[src/logic/sas_pkg.sv]
// constants, mode codes and state types of the successive-approximation sequencer
`default_nettype none

package sas_pkg;

   // ------------------------------------------------------------
   // converter geometry
   // ------------------------------------------------------------
   localparam int unsigned SAS_RES_W = 10;
   localparam int unsigned SAS_NCH   = 8;
   localparam int unsigned SAS_CH_W  = 3;
   localparam int unsigned SAS_DIV_W = 3;

   // ------------------------------------------------------------
   // operating modes and start sources
   // ------------------------------------------------------------
   localparam logic [2:0] SAS_MODE_FIXED_SINGLE = 3'h0;
   localparam logic [2:0] SAS_MODE_FIXED_CONT   = 3'h1;
   localparam logic [2:0] SAS_MODE_SCAN_SINGLE  = 3'h2;
   localparam logic [2:0] SAS_MODE_SCAN_CONT    = 3'h3;
   localparam logic [2:0] SAS_MODE_DUAL_CONT    = 3'h4;
   localparam logic [2:0] SAS_MODE_SINGLE_STEP  = 3'h5;

   localparam logic [1:0] SAS_SRC_TIMER = 2'h0;
   localparam logic [1:0] SAS_SRC_IMM   = 2'h1;
   localparam logic [1:0] SAS_SRC_EDGE  = 2'h2;

   // ------------------------------------------------------------
   // bit positions, group sizes and clock range
   // ------------------------------------------------------------
   localparam logic [3:0] SAS_MSB_BIT     = 4'h9;
   localparam logic [3:0] SAS_EARLY4_BIT  = 4'h6;  // last bit of the four MSBs
   localparam logic [3:0] SAS_EARLY8_BIT  = 4'h2;  // last bit of the eight MSBs
   localparam logic [3:0] SAS_SCAN_SPLIT  = 4'h4;  // split point of a scan
   localparam logic [3:0] SAS_CH_NONE     = 4'h8;  // no further channel
   localparam logic [2:0] SAS_GROUP4_MASK = 3'h3;
   localparam logic [2:0] SAS_GROUP8_MASK = 3'h7;
   localparam int unsigned SAS_SYS_CLK_KHZ    = 100000;
   localparam int unsigned SAS_ADC_CLK_MIN_KHZ = 500;
   localparam int unsigned SAS_ADC_CLK_MAX_KHZ = 3000;

   // ------------------------------------------------------------
   // sequencer state and full register image
   // ------------------------------------------------------------
   typedef enum logic [3:0] {
      SAS_ST_IDLE   = 4'b0001,
      SAS_ST_SAMPLE = 4'b0010,
      SAS_ST_CONV   = 4'b0100,
      SAS_ST_STORE  = 4'b1000
   } sas_state_t;

   typedef struct packed {
      sas_state_t                     st;
      logic [SAS_DIV_W-1:0]           div_cnt;
      logic [3:0]                     bit_idx;
      logic [SAS_RES_W-1:0]           sar;
      logic [SAS_RES_W-1:0]           dac;
      logic [SAS_CH_W-1:0]            cur_ch;
      logic                           sh;
      logic [2:0]                     wr_idx;
      logic [2:0]                     grp_cnt;
      logic [3:0]                     scan_cnt;
      logic [3:0]                     step_ptr;
      logic                           dual_sel;
      logic                           trig_prev;
      logic                           bnd_hit;
      logic                           done_flag;
      logic                           bnd_flag;
      logic [SAS_NCH-1:0]             bnd_status;
      logic [SAS_NCH-1:0][SAS_RES_W-1:0] results;
   } sas_regs_t;

endpackage

`default_nettype wire

[src/logic/sas_sequencer.sv]
// successive-approximation converter sequencer with modes, start sources and limits
// What this block does
// - resolve ten bits per sample via SAR, DAC and comparator over eight inputs
// - fixed single: convert chosen input once, store in its pair, flag completion
// - fixed continuous: results fill the eight pairs in turn, wrapping around
// - fixed continuous: interrupt every four or every eight conversions
// - continuous modes run on without new starts until software stops them
// - scan single: convert each selected input once into its own pair
// - scan: interrupt after all channels, or after four and after the rest
// - scan continuous: restart at first selected channel, results cycle eight pairs
// - dual: alternate two inputs, results into pairs 0,1,2,3 onward
// - dual: interrupt after each group of four or eight conversions
// - single step: convert next scan channel, flag, then wait for next start
// - timer overflow starts a conversion; overflows while busy are ignored
// - immediate source: writing the start setting starts at once
// - either edge of trigger pin starts; edges while busy are ignored
// - compare result against high and low limits, inside or outside selectable
// - clearing the limit interrupt enable stops limit interrupts entirely
// - outside criterion: early compare of four MSBs against both limits
// - no early hit: compare again once eight MSBs are resolved
// - set per-channel flag for each channel that caused a limit interrupt
// - clock divider by one to eight; software keeps rate within range
// - keeps working in idle and completion may wake the device
// - power-down halts the converter; disabling it saves power
`timescale 1ns/10ps
`default_nettype none

module sas_sequencer
   import sas_pkg::*;
(
   input  wire logic                               clk,
   input  wire logic                               rst_n,
   input  wire logic                               enable,
   input  wire logic                               power_down,
   input  wire logic [2:0]                         mode,
   input  wire logic [1:0]                         start_src,
   input  wire logic                               start_write,
   input  wire logic                               timer0_overflow,
   input  wire logic                               external_trigger_pin,
   input  wire logic [sas_pkg::SAS_CH_W-1:0]       chan_sel,
   input  wire logic [sas_pkg::SAS_NCH-1:0]        chan_set,
   input  wire logic [sas_pkg::SAS_CH_W-1:0]       dual_ch_a,
   input  wire logic [sas_pkg::SAS_CH_W-1:0]       dual_ch_b,
   input  wire logic                               irq_group8,
   input  wire logic                               scan_irq_after4,
   input  wire logic [sas_pkg::SAS_DIV_W-1:0]      clk_div,
   input  wire logic [sas_pkg::SAS_RES_W-1:0]      bound_high,
   input  wire logic [sas_pkg::SAS_RES_W-1:0]      bound_low,
   input  wire logic                               bound_inside_sel,
   input  wire logic                               bound_irq_en,
   input  wire logic                               conv_irq_en,
   input  wire logic                               done_clear,
   input  wire logic                               bound_clear,
   input  wire logic                               comp_high,
   output logic [sas_pkg::SAS_CH_W-1:0]            mux_sel,
   output logic                                    sample_hold,
   output logic [sas_pkg::SAS_RES_W-1:0]           dac_code,
   output logic [sas_pkg::SAS_NCH-1:0][sas_pkg::SAS_RES_W-1:0] result_pairs,
   output logic                                    conv_done_flag,
   output logic                                    boundary_flag,
   output logic [sas_pkg::SAS_NCH-1:0]             boundary_status,
   output logic                                    conv_irq,
   output logic                                    bound_irq,
   output logic                                    wake_request,
   output logic                                    busy
);

   import sas_pkg::*;

   // ------------------------------------------------------------
   // helpers
   // ------------------------------------------------------------

   // lowest selected channel at or above from; SAS_CH_NONE when none
   function automatic logic [3:0] find_from(input logic [SAS_NCH-1:0] mask,
                                            input logic [3:0]         from);
      logic [3:0] res;
      res = SAS_CH_NONE;
      for (int i = SAS_NCH - 1; i >= 0; i--) begin
         if (mask[i] && (4'(i) >= from)) begin
            res = 4'(i);
         end
      end
      return res;
   endfunction

   // ------------------------------------------------------------
   // state and derived terms
   // ------------------------------------------------------------
   sas_regs_t r_reg;
   sas_regs_t r_next;

   logic       running;
   logic       tick;
   logic       edge_seen;
   logic       start_req;
   logic [3:0] first_ch;
   logic [3:0] next_ch;
   logic [3:0] step_ch;
   logic       conv_evt;
   logic       bnd_evt;
   logic       is_cont;
   logic       group_hit;
   logic [SAS_RES_W-1:0] sar_new;
   logic       final_inside;

   // power-down or disable sends the sequencer to idle and holds the divider at zero
   // halt when powered down
   assign running = enable & ~power_down;

   // divider: count 0..clk_div gives division by clk_div+1
   // divide by one to eight
   assign tick = running & (r_reg.div_cnt == clk_div);

   assign edge_seen = external_trigger_pin ^ r_reg.trig_prev;

   assign start_req = ((start_src == SAS_SRC_TIMER) & timer0_overflow)
                    | ((start_src == SAS_SRC_IMM) & start_write)
                    | ((start_src == SAS_SRC_EDGE) & edge_seen);

   assign first_ch = find_from(chan_set, 4'h0);
   assign next_ch  = find_from(chan_set, {1'b0, r_reg.cur_ch} + 4'h1);
   assign step_ch  = (find_from(chan_set, r_reg.step_ptr) == SAS_CH_NONE) ?
                     first_ch : find_from(chan_set, r_reg.step_ptr);

   assign is_cont = (mode == SAS_MODE_FIXED_CONT) | (mode == SAS_MODE_SCAN_CONT)
                  | (mode == SAS_MODE_DUAL_CONT);

   assign group_hit = irq_group8 ? (r_reg.grp_cnt == SAS_GROUP8_MASK) :
                      ((r_reg.grp_cnt & SAS_GROUP4_MASK) == SAS_GROUP4_MASK);

   // keep trial bit when held input is at or above the dac level
   assign sar_new = comp_high ? r_reg.dac : r_reg.sar;

   assign final_inside = (r_reg.sar <= bound_high) & (r_reg.sar >= bound_low);

   // ------------------------------------------------------------
   // next-state logic
   // ------------------------------------------------------------
   always_comb begin
      r_next   = r_reg;
      conv_evt = 1'b0;
      bnd_evt  = 1'b0;
      r_next.trig_prev = external_trigger_pin;

      // divider only runs while the converter is powered
      if (!running || tick) begin
         r_next.div_cnt = '0;
      end else begin
         r_next.div_cnt = r_reg.div_cnt + 3'h1;
      end

      unique case (r_reg.st)
         SAS_ST_IDLE: begin
            // starts only taken when idle, so busy triggers are dropped
            if (running && start_req) begin
               r_next.st       = SAS_ST_SAMPLE;
               r_next.wr_idx   = '0;
               r_next.grp_cnt  = '0;
               r_next.scan_cnt = '0;
               r_next.dual_sel = 1'b0;
               unique case (mode)
                  SAS_MODE_SCAN_SINGLE, SAS_MODE_SCAN_CONT: begin
                     r_next.cur_ch = first_ch[2:0];
                     if (first_ch == SAS_CH_NONE) begin
                        r_next.st = SAS_ST_IDLE;
                     end
                  end
                  SAS_MODE_DUAL_CONT: begin
                     r_next.cur_ch = dual_ch_a;
                  end
                  SAS_MODE_SINGLE_STEP: begin
                     r_next.cur_ch = step_ch[2:0];
                     if (step_ch == SAS_CH_NONE) begin
                        r_next.st = SAS_ST_IDLE;
                     end
                  end
                  default: begin
                     r_next.cur_ch = chan_sel;
                  end
               endcase
            end
         end
         SAS_ST_SAMPLE: begin
            // sample until the next tick, then start at the MSB
            r_next.bnd_hit = 1'b0;
            if (tick) begin
               r_next.st      = SAS_ST_CONV;
               r_next.bit_idx = SAS_MSB_BIT;
               r_next.sar     = '0;
               r_next.dac     = 10'h0200;
            end
         end
         SAS_ST_CONV: begin
            if (tick) begin
               r_next.sar = sar_new;
               if (!bound_inside_sel && (r_reg.bit_idx == SAS_EARLY4_BIT) &&
                   ((sar_new[9:6] > bound_high[9:6]) || (sar_new[9:6] < bound_low[9:6]))) begin
                  bnd_evt = 1'b1;
               end
               if (!bound_inside_sel && !r_reg.bnd_hit &&
                   (r_reg.bit_idx == SAS_EARLY8_BIT) &&
                   ((sar_new[9:2] > bound_high[9:2]) || (sar_new[9:2] < bound_low[9:2]))) begin
                  bnd_evt = 1'b1;
               end
               if (r_reg.bit_idx == 4'h0) begin
                  r_next.st  = SAS_ST_STORE;
                  r_next.dac = sar_new;
               end else begin
                  r_next.bit_idx = r_reg.bit_idx - 4'h1;
                  r_next.dac     = sar_new | 10'(10'h0001 << (r_reg.bit_idx - 4'h1));
               end
            end
         end
         SAS_ST_STORE: begin
            // full-width compare unless an early compare already hit
            if (!r_reg.bnd_hit && (bound_inside_sel ? final_inside : !final_inside)) begin
               bnd_evt = 1'b1;
            end
            r_next.grp_cnt = r_reg.grp_cnt + 3'h1;
            r_next.st      = SAS_ST_SAMPLE;
            // continuous modes walk the pairs and wrap
            if (is_cont) begin
               r_next.results[r_reg.wr_idx] = r_reg.sar;
               r_next.wr_idx = r_reg.wr_idx + 3'h1;
            end else begin
               r_next.results[r_reg.cur_ch] = r_reg.sar;
            end
            unique case (mode)
               SAS_MODE_FIXED_SINGLE: begin
                  conv_evt  = 1'b1;
                  r_next.st = SAS_ST_IDLE;
               end
               SAS_MODE_FIXED_CONT: begin
                  conv_evt = group_hit;
               end
               SAS_MODE_DUAL_CONT: begin
                  conv_evt        = group_hit;
                  r_next.dual_sel = ~r_reg.dual_sel;
                  r_next.cur_ch   = r_reg.dual_sel ? dual_ch_a : dual_ch_b;
               end
               SAS_MODE_SCAN_SINGLE, SAS_MODE_SCAN_CONT: begin
                  r_next.scan_cnt = r_reg.scan_cnt + 4'h1;
                  conv_evt = (next_ch == SAS_CH_NONE) |
                             (scan_irq_after4 & ((r_reg.scan_cnt + 4'h1) == SAS_SCAN_SPLIT));
                  if (next_ch != SAS_CH_NONE) begin
                     r_next.cur_ch = next_ch[2:0];
                  end else if (mode == SAS_MODE_SCAN_SINGLE) begin
                     r_next.st = SAS_ST_IDLE;
                  end else begin
                     // restart at the first selected channel
                     r_next.cur_ch   = first_ch[2:0];
                     r_next.scan_cnt = '0;
                  end
               end
               SAS_MODE_SINGLE_STEP: begin
                  conv_evt        = 1'b1;
                  r_next.st       = SAS_ST_IDLE;
                  r_next.step_ptr = {1'b0, r_reg.cur_ch} + 4'h1;
               end
               default: begin
                  // unknown mode code behaves as one-shot
                  conv_evt  = 1'b1;
                  r_next.st = SAS_ST_IDLE;
               end
            endcase
         end
         default: begin
            r_next.st = SAS_ST_IDLE;
         end
      endcase

      // continuous runs end only when software disables or powers down the converter
      if (!running) begin
         r_next.st = SAS_ST_IDLE;
      end

      // hold tracks every sampling cycle, restarts included
      r_next.sh = (r_next.st == SAS_ST_SAMPLE);

      // remember an early hit so one conversion raises at most one limit event
      if (bnd_evt) begin
         r_next.bnd_hit = 1'b1;
      end

      // completion flag, set wins over clear
      r_next.done_flag = conv_evt | (r_reg.done_flag & ~done_clear);

      // limit events only while their enable is set
      // per-channel limit flags, set wins over clear
      r_next.bnd_flag   = (bnd_evt & bound_irq_en) | (r_reg.bnd_flag & ~bound_clear);
      r_next.bnd_status = r_reg.bnd_status & ~{SAS_NCH{bound_clear}};
      if (bnd_evt && bound_irq_en) begin
         r_next.bnd_status[r_reg.cur_ch] = 1'b1;
      end
   end

   // ------------------------------------------------------------
   // state register
   // ------------------------------------------------------------
   always_ff @(posedge clk or negedge rst_n) begin
      if (!rst_n) begin
         r_reg    <= '0;
         r_reg.st <= SAS_ST_IDLE;
      end else begin
         r_reg <= r_next;
      end
   end

   // ------------------------------------------------------------
   // outputs
   // ------------------------------------------------------------
   assign mux_sel         = r_reg.cur_ch;
   assign sample_hold     = r_reg.sh;
   assign dac_code        = r_reg.dac;
   assign result_pairs    = r_reg.results;
   assign conv_done_flag  = r_reg.done_flag;
   assign boundary_flag   = r_reg.bnd_flag;
   assign boundary_status = r_reg.bnd_status;
   assign conv_irq        = r_reg.done_flag & conv_irq_en;
   assign bound_irq       = r_reg.bnd_flag & bound_irq_en;
   // completion wakes from idle when its interrupt is enabled
   assign wake_request    = r_reg.done_flag & conv_irq_en;
   assign busy            = (r_reg.st != SAS_ST_IDLE);

endmodule

`default_nettype wire

[config.mk]
export PLATFORM = sky130hd
export DESIGN_NAME = sas_sequencer
export DESIGN_NICKNAME = d
export VERILOG_FILES = /design/src/logic/sas_pkg.sv /design/src/logic/sas_sequencer.sv
export SDC_FILE = /design/constraint.sdc
export NUM_CORES = 1
export LEC_CHECK = 0
export BUFFER_PORTS_ARGS = -buffer_cell sky130_fd_sc_hd__clkbuf_2
export CAP_MARGIN = 40
export CORE_MARGIN = 5
export CORE_UTILIZATION = 25
export DETAILED_ROUTE_END_ITERATION = 6
export SKIP_CTS_REPAIR_TIMING = 1
export SLEW_MARGIN = 25
export SYNTH_ARGS = -nofsm -noshare
export SYNTH_HDL_FRONTEND = slang
export SYNTH_SLANG_ARGS = --single-unit
[constraint.sdc]
create_clock -name clk -period 6.87 [get_ports clk]
set_clock_uncertainty 0.1 [all_clocks]
set_input_delay 0.3435 -clock clk [delete_from_list [all_inputs] [get_ports clk]]
set_output_delay 0.3435 -clock clk [all_outputs]
set_load 0.02 [all_outputs]
==> results.json <==
{
  "grt_setup_unrepaired": "false",
  "status": "finished, final reports clean",
  "clk-insertion-delay-late_ns": 0.42,
  "synth-edff-count": 0,
  "internal_power_mw": 1.42,
  "num_rows": 69,
  "coreArea_um2": 35200,
  "die_w_um": 198,
  "gp_congestion": 0.850,
  "p_comb_frac": 0.111,
  "crit_family": "compound AO/OA/AOI/OAI gates",
  "crit_chain": "mux2i_1 > inv_1 > ha_1 > o21a_1 > o2111ai_1 > a221oi_1 > o21ai_1 > a2111oi_4 > a31oi_4 > o32ai_2",
  "antenna_cells": 0,
  "syn_area_um2": 8850,
  "hold_end": "conv_done_flag$_DFF_PN0_",
  "wl_per_cell_um": 17.4,
  "synth_ff_type": "dfrtp_1",
  "synth_area_leaders": "dfrtp_1 40%, mux2_2 11%, buf_4 8.7%, ha_1 7.1%, nand2_1 2.8%",
  "ir_drop_uv": 165,
  "dr.pass1.iters": 4,
  "grt_pass1_vias": 6564,
  "viasPerCell": 4.63,
  "synth_warnings": 0,
  "drtIter0Drc": 370,
  "setup-tns-final_ns": 0,
  "initial_core_util": 0.251,
  "die-height_um": 198,
  "end_kind": "flop",
  "max_freq_ghz": 0.326,
  "totalPowerFinal_mw": 2.02,
  "drive_gt1_frac": 0.332,
  "drv_slew": 0,
  "cts_sinks": 142,
  "clockPowerShare": 0.455,
  "synth_top_area_share": 0.399,
  "worstReg2RegStart": "r_reg[127]$_DFFE_PN0P_",
  "ys_seq_area_frac": 0.402,
  "period_needed_ns": 3.06,
  "dieArea_um2": 39300,
  "hp-start": "scan_irq_after4",
  "crit_required_ns": 7.10,
  "slowest_delay_ns": 0.54,
  "slew_headroom": 0.516,
  "io_pins": 168,
  "synth-seq-cells": 142,
  "start_kind": "flop",
  "synth.avg_cell_area_um2": 10.1,
  "grt_max_degree": 72,
  "drcViolationCount": 0,
  "p_per_area_nw_per_um2": 201,
  "nNetsFinal": 1046,
  "cp_slowest_cell": "dfrtp_1",
  "reg2regPathDepth": 10,
  "grt_use_total": 0.125,
  "setup_violations": 0,
  "async_flop_share": 1.00,
  "crit_type": "flop to flop",
  "switchingPower_mw": 0.604,
  "num_vias": 6529,
  "clkSlewWorstSetupHoldPaths_ns": 0.07,
  "dp_hpwl_mm": 18.9,
  "crit_buf_inv": 1,
  "tightest_slew_ns": 0.726,
  "finalHoldViolCount": 0,
  "hold_class": "primary input to flop",
  "postRouteAntennaNets": 0,
  "hold_depth": 3,
  "h-tree-depth": 4,
  "synth_nets": 989,
  "yosys.area.top_type": "dfrtp_1",
  "crit-reg2reg-capture": "boundary_status[7]$_DFF_PN0_",
  "hold_ws_ns": 0.0876,
  "drt_wl_total_mm": 24.5,
  "switching_share": 0.299,
  "clockBufferDepth": 2,
  "yosysUniqueCellTypes": 77,
  "numCtsBuffers": 17,
  "area_delta_synth_final_pct": 13.4,
  "clock-root-buffer": "clkbuf_16",
  "largest_reg_flops": 80,
  "ff2ff_setup_slack_ns": 3.81,
  "antenna_found_initial": 0,
  "portBuffers": 167,
  "final_cell_mix": "166 x clkbuf_2, 141 x dfrtp_1, 84 x mux2_2, 65 x nand2_1, 52 x inv_1",
  "crit_path_max_fanout": 12,
  "leakage_nw": 5.02,
  "fin_crit_sh": 0.446,
  "worstPathArrival_ns": 3.29,
  "overflow": 0,
  "max-cap-violations": 0,
  "seqPwrFrac": 0.434,
  "mostFrequentLayoutCell": "clkbuf_2",
  "grt_first_pass_wirelength_mm": 38.0,
  "cts_tree": "built",
  "netlist_instances": 879
}
==> cell usage after synthesis (all sizes together), types with 5 or more instances <==
master	instances
dfrtp	141
buf	120
nor4b	6
o22ai	13
nor3b	5
and3	6
a211oi	7
nor2b	17
mux2i	10
o211ai	9
nand2	65
nor2	50
a21oi	27
nand2b	6
mux2	87
ha	50
nor3	12
a22o	7
inv	53
nand3	21
a31oi	9
o21ai	43
a21boi	6
nand3b	7
clkbuf	17
xnor2	9
nand4	6
a21o	11
==> power by group through the flow <==
stage / combinational [mW] / sequential [mW] / clock, mW
after floorplan: 0.160 / 0.872 / 0
after global placement: 0.223 / 0.894 / 0
after detailed placement: 0.226 / 0.894 / 0
after CTS: 0.228 / 0.878 / 0.948
after global routing: 0.255 / 0.881 / 0.983
final: 0.224 / 0.878 / 0.920
==> logic make-up (layout without fill, tap and decap cells) <==
family | count (synthesis) | count (layout) | synth area share
multiplexers | 97 | 97 | 0.122
buffers and inverters | 190 | 260 | 0.126
AND/OR/NAND/NOR | 214 | 214 | 0.130
XOR/XNOR | 11 | 11 | 0.0109
AO/OA/AOI/OAI | 175 | 175 | 0.138
adder cells (fa/ha/maj) | 50 | 50 | 0.0707
flip-flops | 142 | 142 | 0.402
==> metal layers <==
metal	share of wire	track usage	vias to the layer above
li1	-	-	3132
met1	0.46	0.170	3197
met2	0.47	0.203	178
met3	0.054	0.0289	22
met4	0.014	0.0258	0
met5	0	0	-
==> worst max path at each step <==
| stage | startpoint | to | slack (ns) | cells after the start |
|---|---|---|---|---|
| after global routing | r_reg[127]$_DFFE_PN0P_ | boundary_status[7]$_DFF_PN0_ | 3.54 | 10 |
| after global placement | comp_high | boundary_status[7]$_DFF_PN0_ | 3.76 | 11 |
| after floorplan | comp_high | boundary_status[7]$_DFF_PN0_ | 3.97 | 11 |
| after CTS | r_reg[127]$_DFFE_PN0P_ | boundary_status[7]$_DFF_PN0_ | 3.75 | 10 |
| final | r_reg[127]$_DFFE_PN0P_ | boundary_status[7]$_DFF_PN0_ | 3.81 | 10 |
| after detailed placement | comp_high | boundary_status[7]$_DFF_PN0_ | 3.61 | 11 |
==> area by class of cell <==
class                           count  area (um2)
Sequential cell                   142        3550
Clock buffer                       17         425
Tap cell                          461         577
Fill cell                        3776       25200
Multi-Input combinational cell    547        4180
Inverter                           53         199
Timing Repair Buffer              175         931
Clock inverter                     15         171
==> metrics by stage <==
step	area [um2]	setup slack, ns	cells	utilization
after floorplan	8850	3.97	879	-
after global placement	9370	3.76	1373	0.266
after detailed placement	9410	3.61	1375	0.267
after CTS	10000	3.75	1407	0.284
after global routing	10000	3.54	1410	0.285
final	10000	3.81	1410	0.285
==> worst register-to-register path: cells and delay by family (launching register included) <==
family	cells	cell delay, ns
AOI/OAI and AO/OA	7	1.51
buffers and inverters	1	0.13
adders and majority gates	1	0.31
muxes	1	0.38
DFF	1	0.54
No activity file was read; power rests on OpenSTA's default activity.
